[src/verilog/sam_pkg.sv]
// constants, types and the operation list for the register access and mode control block
// Operation
// - key registers write-only, mode-gated writes
// - random output read-only, mode-gated reads
// - violation or unmapped address raises exception
// - banked registers: user, system, super copies
// - groups blocked until system grants access
// - non-group rights fixed in logic
// - system vector enters system, firmware vector firmware
// - system vector only from user mode
// - exception marks mode; nested exception resets
// - interrupt mode selectable by system code
// - return restores mode before event
// - user return needs user irq and active
// - system call to 0x800000 enters user
// - fixed user entry pushes no return address
// - direct mode writes only clear bits
// - system mode reaches every register
// - user grantable group access like system
// - software cannot reach boot or test; firmware only via vector, interrupt or return
// - group rights come from translation unit
// - boot may leave, never re-entered
package sam_pkg;
	typedef enum logic [2:0] {
		SAM_BOOT,
		SAM_TEST,
		SAM_FW,
		SAM_SYS,
		SAM_USER
	} sam_mode_t;

	localparam int SAM_GROUPS = 16;
	localparam int SAM_DEPTH = 4;
	localparam int SAM_AW = 8;

	// register map, byte offsets on the core's register port
	localparam logic [7:0] SAM_GROUP_BASE = 8'h80;
	localparam logic [7:0] SAM_GROUP_LAST = 8'hBF;
	localparam int SAM_GROUP_SHIFT = 2;
	localparam logic [7:0] SAM_KEY_LO = 8'h10;
	localparam logic [7:0] SAM_KEY_HI = 8'h17;
	localparam logic [7:0] SAM_RNG_OUT = 8'h18;
	localparam logic [7:0] SAM_BANK_LO = 8'h20;
	localparam logic [7:0] SAM_BANK_HI = 8'h23;
	localparam logic [7:0] SAM_MODE_CTRL = 8'h30;
	localparam logic [7:0] SAM_IRQ_CFG = 8'h31;
	localparam logic [7:0] SAM_MGMT_LO = 8'h40;
	localparam logic [7:0] SAM_MGMT_HI = 8'h4F;

	// mode control bits: bit0 system, bit1 super
	localparam int SAM_MC_SYS = 0;
	localparam int SAM_MC_SUP = 1;
	localparam logic [1:0] SAM_IRQ_RST = 2'h0;
	localparam logic [7:0] SAM_ZERO8 = 8'h00;
	localparam logic [23:0] SAM_USER_ENTRY = 24'h800000;
endpackage
[src/verilog/sam_ctrl.sv]
// register access control and processor mode sequencing
//
// Local design decisions: the placing of the registers and the strobed register port.
`timescale 1ns/1ps
`default_nettype none
module sam_ctrl
	import sam_pkg::*;
(
	input wire logic clk,
	input wire logic rst_n,
	input wire logic [7:0] reg_addr,
	input wire logic [7:0] reg_wdata,
	input wire logic reg_wr,
	input wire logic reg_rd,
	output logic [7:0] reg_rdata,
	input wire logic [SAM_GROUPS-1:0] grant_user,
	input wire logic [SAM_GROUPS-1:0] grant_fw,
	input wire logic sys_vec_call,
	input wire logic fw_vec_call,
	input wire logic call_exec,
	input wire logic [23:0] call_target,
	input wire logic exc_event,
	input wire logic irq_event,
	input wire logic ret_exec,
	input wire logic boot_done,
	input wire logic enter_test,
	output logic [2:0] cur_mode,
	output logic exc_req,
	output logic [2:0] exc_mode,
	output logic push_ret,
	output logic force_reset,
	output logic [1:0] irq_mode,
	output logic [SAM_GROUPS-1:0] key_wr_stb
);
	// ------------------------------------------------------------
	// decoding helpers
	// ------------------------------------------------------------
	function automatic logic is_super(input sam_mode_t m);
		is_super = (m == SAM_BOOT) || (m == SAM_TEST) || (m == SAM_FW);
	endfunction

	function automatic logic [1:0] bank_of(input sam_mode_t m);
		if (m == SAM_USER) begin
			bank_of = 2'h0;
		end else if (m == SAM_SYS) begin
			bank_of = 2'h1;
		end else begin
			bank_of = 2'h2;
		end
	endfunction

	// ------------------------------------------------------------
	// state
	// ------------------------------------------------------------
	sam_mode_t mode_reg, mode_next;
	sam_mode_t stack_reg [SAM_DEPTH];
	logic [1:0] sp_reg;
	logic [2:0] exc_busy_reg;
	logic irq_active_reg;
	logic [1:0] irq_cfg_reg;
	logic [7:0] bank_reg [3][4];
	logic [7:0] rdata_reg;
	logic exc_reg;
	logic [2:0] exc_mode_reg;
	logic push_reg;
	logic rst_reg;
	logic [SAM_GROUPS-1:0] key_stb_reg;

	// ------------------------------------------------------------
	// access decode
	// ------------------------------------------------------------
	wire logic acc = reg_wr | reg_rd;
	wire logic in_group = (reg_addr >= SAM_GROUP_BASE) && (reg_addr <= SAM_GROUP_LAST);
	wire logic [3:0] grp = 4'((reg_addr - SAM_GROUP_BASE) >> SAM_GROUP_SHIFT);
	wire logic in_key = (reg_addr >= SAM_KEY_LO) && (reg_addr <= SAM_KEY_HI);
	wire logic in_rng = reg_addr == SAM_RNG_OUT;
	wire logic in_bank = (reg_addr >= SAM_BANK_LO) && (reg_addr <= SAM_BANK_HI);
	wire logic in_mc = reg_addr == SAM_MODE_CTRL;
	wire logic in_icfg = reg_addr == SAM_IRQ_CFG;
	wire logic in_mgmt = (reg_addr >= SAM_MGMT_LO) && (reg_addr <= SAM_MGMT_HI);
	wire logic mapped = in_group | in_key | in_rng | in_bank | in_mc | in_icfg | in_mgmt;
	wire logic m_sys = mode_reg == SAM_SYS;
	wire logic m_user = mode_reg == SAM_USER;
	wire logic m_sup = is_super(mode_reg);
	// system sees all groups; user and firmware need a grant
	wire logic grp_ok = m_sys || (mode_reg == SAM_TEST) || (mode_reg == SAM_BOOT) ||
		(m_user && grant_user[grp]) || ((mode_reg == SAM_FW) && grant_fw[grp]);
	// fixed rights, not configurable by any code
	wire logic key_ok = reg_wr && (m_sys || m_sup);
	wire logic rng_ok = reg_rd && (m_sys || m_sup);
	wire logic mgmt_ok = m_sys || m_sup;
	wire logic icfg_ok = reg_rd || m_sys;
	wire logic allowed = (in_group && grp_ok) || (in_key && key_ok) || (in_rng && rng_ok) ||
		in_bank || in_mc || (in_icfg && icfg_ok) || (in_mgmt && mgmt_ok);
	wire logic acc_viol = acc && (!mapped || !allowed);
	wire logic [1:0] bk = bank_of(mode_reg);
	wire logic [1:0] bidx = reg_addr[1:0];

	// ------------------------------------------------------------
	// mode transitions
	// ------------------------------------------------------------
	wire logic sysv_bad = sys_vec_call && !m_user;
	wire logic user_call = call_exec && m_sys && (call_target == SAM_USER_ENTRY);
	wire logic ret_bad = ret_exec && m_user && !(irq_cfg_reg == 2'h0 && irq_active_reg);
	wire logic ret_ok = ret_exec && !ret_bad && (sp_reg != 2'h0);
	// clear-only: system drops to user, never raised
	wire logic mc_wr = reg_wr && in_mc && allowed && !acc_viol;
	wire logic mc_drop = mc_wr && m_sys && !reg_wdata[SAM_MC_SYS];
	wire logic viol = acc_viol | sysv_bad | ret_bad;
	wire logic exc_any = exc_event | viol;
	wire logic nested = exc_any && exc_busy_reg[bank_of(mode_reg)];
	wire logic irq_go = irq_event && !exc_any;
	wire logic vec_go = (sys_vec_call && m_user) || fw_vec_call;
	wire logic push = exc_any | irq_go | vec_go;
	wire sam_mode_t irq_tgt = (irq_cfg_reg == 2'h0) ? SAM_USER :
		(irq_cfg_reg == 2'h1) ? SAM_SYS : SAM_FW;

	always_comb begin
		mode_next = mode_reg;
		if (exc_any) begin
			mode_next = mode_reg; // handler stays in the faulting mode, flagged
		end else if (vec_go) begin
			mode_next = fw_vec_call ? SAM_FW : SAM_SYS;
		end else if (irq_go) begin
			mode_next = irq_tgt;
		end else if (ret_ok) begin
			mode_next = stack_reg[2'(sp_reg - 2'h1)];
		end else if (user_call || mc_drop) begin
			mode_next = SAM_USER;
		end else if (mode_reg == SAM_BOOT && enter_test) begin
			mode_next = SAM_TEST;
		end else if (mode_reg == SAM_BOOT && boot_done) begin
			mode_next = SAM_FW;
		end
		// boot is never a target again
		if (mode_next == SAM_BOOT && mode_reg != SAM_BOOT) begin
			mode_next = mode_reg;
		end
	end

	// ------------------------------------------------------------
	// sequential state
	// ------------------------------------------------------------
	always_ff @(posedge clk or negedge rst_n) begin
		if (!rst_n) begin
			mode_reg <= SAM_BOOT;
			sp_reg <= 2'h0;
			irq_active_reg <= 1'b0;
			exc_busy_reg <= 3'h0;
		end else begin
			mode_reg <= mode_next;
			if (push && sp_reg != 2'(SAM_DEPTH - 1)) begin
				sp_reg <= 2'(sp_reg + 2'h1);
			end else if (ret_ok && !push) begin
				sp_reg <= 2'(sp_reg - 2'h1);
			end
			if (irq_go) begin
				irq_active_reg <= 1'b1;
			end else if (ret_ok) begin
				irq_active_reg <= 1'b0;
			end
			if (exc_any) begin
				exc_busy_reg[bank_of(mode_reg)] <= 1'b1;
			end else if (ret_ok) begin
				exc_busy_reg <= 3'h0;
			end
		end
	end

	// return stack, flip-flops by index; fixed user entry pushes nothing
	always_ff @(posedge clk) begin
		if (push) begin
			stack_reg[sp_reg] <= mode_reg;
		end
	end

	always_ff @(posedge clk or negedge rst_n) begin
		if (!rst_n) begin
			irq_cfg_reg <= SAM_IRQ_RST;
		end else if (reg_wr && in_icfg && m_sys) begin
			irq_cfg_reg <= reg_wdata[1:0];
		end
	end

	genvar gb;
	generate
		for (gb = 0; gb < 3; gb++) begin : g_bank
			always_ff @(posedge clk or negedge rst_n) begin
				if (!rst_n) begin
					bank_reg[gb] <= '{default: SAM_ZERO8};
				end else if (reg_wr && in_bank && bk == 2'(gb)) begin
					bank_reg[gb][bidx] <= reg_wdata;
				end
			end
		end
	endgenerate

	// ------------------------------------------------------------
	// outputs
	// ------------------------------------------------------------
	wire logic [7:0] rd_mux = (!reg_rd || acc_viol) ? SAM_ZERO8 :
		in_bank ? bank_reg[bk][bidx] :
		in_mc ? {6'h00, m_sup, m_sys} :
		in_icfg ? {6'h00, irq_cfg_reg} : SAM_ZERO8; // keys never read back

	wire logic [SAM_GROUPS-1:0] key_stb_next = (reg_wr && in_key && key_ok) ?
		16'(1 << reg_addr[2:0]) : '0;

	always_ff @(posedge clk or negedge rst_n) begin
		if (!rst_n) begin
			rdata_reg <= SAM_ZERO8;
		end else begin
			rdata_reg <= rd_mux;
		end
	end

	// exception request and the mode it was raised in travel together
	always_ff @(posedge clk or negedge rst_n) begin
		if (!rst_n) begin
			exc_reg <= 1'b0;
			exc_mode_reg <= 3'h0;
		end else begin
			exc_reg <= viol;
			exc_mode_reg <= mode_reg;
		end
	end

	always_ff @(posedge clk or negedge rst_n) begin
		if (!rst_n) begin
			push_reg <= 1'b0;
		end else begin
			push_reg <= push;
		end
	end

	// nested exception is unrecoverable, so the core is told to reset
	always_ff @(posedge clk or negedge rst_n) begin
		if (!rst_n) begin
			rst_reg <= 1'b0;
		end else begin
			rst_reg <= nested;
		end
	end

	always_ff @(posedge clk or negedge rst_n) begin
		if (!rst_n) begin
			key_stb_reg <= '0;
		end else begin
			key_stb_reg <= key_stb_next;
		end
	end

	assign reg_rdata = rdata_reg;
	assign cur_mode = mode_reg;
	assign exc_req = exc_reg;
	assign exc_mode = exc_mode_reg;
	assign push_ret = push_reg;
	assign force_reset = rst_reg;
	assign irq_mode = irq_cfg_reg;
	assign key_wr_stb = key_stb_reg;
endmodule
`default_nettype wire

[config.mk]
export PLATFORM = sky130hd
export DESIGN_NAME = sam_ctrl
export DESIGN_NICKNAME = d
export VERILOG_FILES = /design/src/verilog/sam_pkg.sv /design/src/verilog/sam_ctrl.sv
export SDC_FILE = /design/constraint.sdc
export NUM_CORES = 1
export LEC_CHECK = 0
export ABC_AREA = 1
export ABC_CLOCK_PERIOD_IN_PS = 2900
export BUFFER_PORTS_ARGS = -buffer_cell sky130_fd_sc_hd__buf_4
export CAP_MARGIN = 20
export CORE_MARGIN = 10
export CORE_UTILIZATION = 45
export CTS_BUF_LIST = sky130_fd_sc_hd__clkbuf_2
export DETAILED_ROUTE_END_ITERATION = 8
export PLACE_DENSITY = 0.67
export SYNTH_ARGS = -nofsm -noshare
export SYNTH_HDL_FRONTEND = slang
export SYNTH_SLANG_ARGS = --single-unit
[constraint.sdc]
create_clock -name clk -period 2.9 [get_ports clk]
set_clock_uncertainty 0.15 [all_clocks]
set_input_delay 0.435 -clock clk [delete_from_list [all_inputs] [get_ports clk]]
set_output_delay 0.435 -clock clk [all_outputs]
set_load 0.02 [all_outputs]
==> reports/results.tsv <==
stage	metric	value	unit
global_routing	overflow	0	
placement	hpwlAfterDp	14000	um
worst_hold_path	min_path_type	input port to flip-flop	
synth	dominant_combinational_cell_family_by_area_after_synthesis	simple AND/OR/NAND/NOR gates	
synth	synth_cells	823	
synth	synthSimpleGateAreaFrac	0.231	
routing	vias	6113	
placement	io_buffer_count	110	
routing	detail_route.first_pass.iterations	5	
critical_path	crit_arrival	3.22	ns
floorplan	chipHeight	143	um
routing	wirelength_per_cell	17.3	um
critical_path	timing.critical_path.fanout_max	5	
critical_path	max_incr_delay_on_cp	0.59	ns
routing	antenna_left	0	
sta	setup_violation_total_in_the_final_timing_report	0	
global_routing	global_router_s_overall_resource_usage	0.195	
global_routing	antenna_violations_before_repair	1	
power_and_ir_drop	leak	4.13	nW
placement	globalplace.congestion	0.884	
sta	timing.final.max_slew_violations	0	
cells_and_area	filler_cell_count	1330	
synth	ys_top_cells_by_area	sky130_fd_sc_hd__dfrtp_1 47%, sky130_fd_sc_hd__nand2_1 13%, sky130_fd_sc_hd__o21ai_0 9.1%	
synth	post_synth_num_cell_types	40	
floorplan	design.core.area	0.0147	mm^2
clock_network	clock_tree.root_cell	sky130_fd_sc_hd__clkbuf_2	
critical_path	data_required_time_at_the_worst_endpoint	3.38	ns
critical_path	timing.critical_path.to_type	flip-flop	
floorplan	start_util	0.463	
routing	detail_route.wirelength	19900	um
clock_network	clock_insertion_delay_worst_skew	0.71	ns
floorplan	die-width	143	um
synth	yosys_register_bits	141	
global_routing	first_global_vias	5931	
cells_and_area	max_reg_flops	96	
clock_network	cts_inserted_buffers	17	
critical_path	critical-path-slowest-cell	sky130_fd_sc_hd__dlygate4sd3_1	
sta	post-route-period-util	0.945	
cells_and_area	final-seq-area	0.00359	mm^2
cells_and_area	area_growth_syn_to_layout	22.8	%
floorplan	die-area	0.0204	mm^2
global_routing	grt_max_degree	58	
synth	yosys.area.top_type_share	0.474	
cells_and_area	multi_input_comb_area	0.00273	mm^2
critical_path	cp-start-kind	flip-flop	
clock_network	ctsLongestPathBuffers	2	
cells_and_area	post_route_cells_drive_above_1_share	0.201	
clock_network	clk_transition_reported_paths	0.21	ns
power_and_ir_drop	ir_drop	0.312	mV
sta	finalHoldWorstSlack	0.0655	ns
synth	synth_compound_gate_area_share	0.156	
clock_network	clock_sinks	141	
routing	via_per_inst	5.30	
clock_network	cts_max_level	4	
clock_network	tritoncts	done	
floorplan	num_io_pins	119	
synth	seq_area_frac_synth	0.527	
synth	synth_largest_area_cell	sky130_fd_sc_hd__dfrtp_1	
synth	synthesis.area_per_instance	8.27	um^2
sta	max_slew.worst_pin.slew	0.678	ns
sta	finalHoldViolCount	0	
global_routing	grt_first_pass_wirelength	31700	um
job	number_of_maximum_capacitance_constraint_violations	0	
power_and_ir_drop	power_density	593	mW/mm^2
synth	synth_warnings	0	
synth	area_share_of_fa_ha_maj_cells_after_synthesis	0.00735	
critical_path	criticalPathCategory	flip-flop to flip-flop	
synth	muxShareOfSynthArea	0	
routing	detailed_router_s_first_iteration_violation_count	527	
sta	maxClockFrequency	0.365	GHz
critical_path	path_cells	nor2_1, nand2_2, inv_1, nand2_1, nand2_1, nand2_2, nand3_4, nand4_4, nor3_4, dlygate4sd3_1, inv_1, nor3_1, nor2_1, o21ai_0	
floorplan	core.rowCount	44	
outcome	run_status	complete, no violations	
synth	syn_area	0.00681	mm^2
routing	drt_drc	0	
synth	synth-xor-area-share	0.00129	
power_and_ir_drop	fin_total_pwr	0.00496	W
sta	max-slew-margin-rel	0.546	
cells_and_area	nNetsFinal	1046	
sta	layout_min_cycle_time	2.74	ns
[critical path: cells and delay by family, from the launching register on]
kind | cells | cell delay (ns)
and+or+nand+nor | 10 | 1.19
DFF | 1 | 0.42
buffers and inverters | 3 | 0.80
AOI/OAI and AO/OA | 1 | 0.07
[cell usage in the layout (no fill, tap or decap), types with 15 or more instances in the layout]
| master | instances |
|---|---|
| sky130_fd_sc_hd__buf_4 | 136 |
| sky130_fd_sc_hd__clkbuf_2 | 18 |
| sky130_fd_sc_hd__dfrtp_1 | 129 |
| sky130_fd_sc_hd__dlygate4sd3_1 | 15 |
| sky130_fd_sc_hd__inv_1 | 68 |
| sky130_fd_sc_hd__nand2_1 | 230 |
| sky130_fd_sc_hd__nand3_1 | 46 |
| sky130_fd_sc_hd__nor2_1 | 53 |
| sky130_fd_sc_hd__o21ai_0 | 124 |
| sky130_fd_sc_hd__o22ai_1 | 29 |
[per-stage QoR]
step                      worst slack (ns)  instances  instance area (um^2)  setup TNS (ns)   util
after floorplan                      0.620        830                  6830               0      -
after global placement               0.162       1100                  7850               0  0.534
after detailed placement             0.112       1100                  7850               0  0.534
after CTS                           0.0633       1146                  8250               0  0.561
after global routing               -0.0338       1154                  8360         -0.0338  0.569
final                                0.158       1154                  8360               0  0.569
[synthesized netlist by cell type, drive strengths merged]
master / instances
o221ai: 7
a31oi: 4
conb: 1
nand4: 8
clkinv: 2
a2111oi: 4
nor2: 56
xor2: 1
buf: 14
a221oi: 2
o22ai: 29
nand3: 48
a211oi: 4
nand2: 232
edfxtp: 12
o31ai: 2
inv: 71
ha: 4
clkbuf: 34
nor4: 3
nand3b: 2
dfrtp: 129
nor3: 7
or2: 10
a41oi: 1
a21oi: 11
o21ai: 125
[layout make-up]
| type | instances | area share |
|---|---|---|
| antenna | 1 | 0.000299 |
| inverter | 73 | 0.0343 |
| multi-input combinational | 568 | 0.326 |
| clock buffer | 18 | 0.0108 |
| sequential | 141 | 0.429 |
| timing repair buffer | 157 | 0.154 |
| tap | 184 | 0.0275 |
| clock inverter | 12 | 0.0174 |
[layer usage]
metal | global-route usage | routed length [um]
met1 | 0.256 | 8560
met2 | 0.311 | 9240
met3 | 0.0541 | 1850
met4 | 0.0521 | 253
met5 | 0 | 0
[final timing paths]
path	start	end	slack [ns]	depth (start not counted)
setup / recovery	cur_mode[0]	sp_reg[1]	0.16	14
hold / removal	ret_exec	exc_busy_reg[0]	0.07	4
setup reg to reg	cur_mode[0]	sp_reg[1]	0.16	14
hold reg to reg	bank_reg[80]	bank_reg[80]	0.36	2
max in group asynchronous	rst_n	reg_rdata[2]	1.05	5
min in group asynchronous	rst_n	bank_reg[40]	0.48	3
[logic make-up (layout without fill, tap and decap cells)]
logic type	Yosys count	in the layout
xor+xnor	1	1
compound gates	189	189
flops	141	141
simple gates	366	366
other cells	1	9
fa+ha+maj	4	4
buf+inv	121	260
[where the power goes]
part	switching (W)	internal, W
Sequential	0.0000907	0.00219
Clock	0.000712	0.000471
Combinational	0.000944	0.000552
[repair_timing]
| item | in CTS | in global routing |
|---|---|---|
| endpoints found under the hold margin | 156 | 0 |
| resized for setup | 0 | 7 |
| hold buffers | 16 | 0 |
| setup buffers | 0 | 5 |
| setup endpoints to repair | 0 | 1 |
No activity file was read; power rests on OpenSTA's default activity.
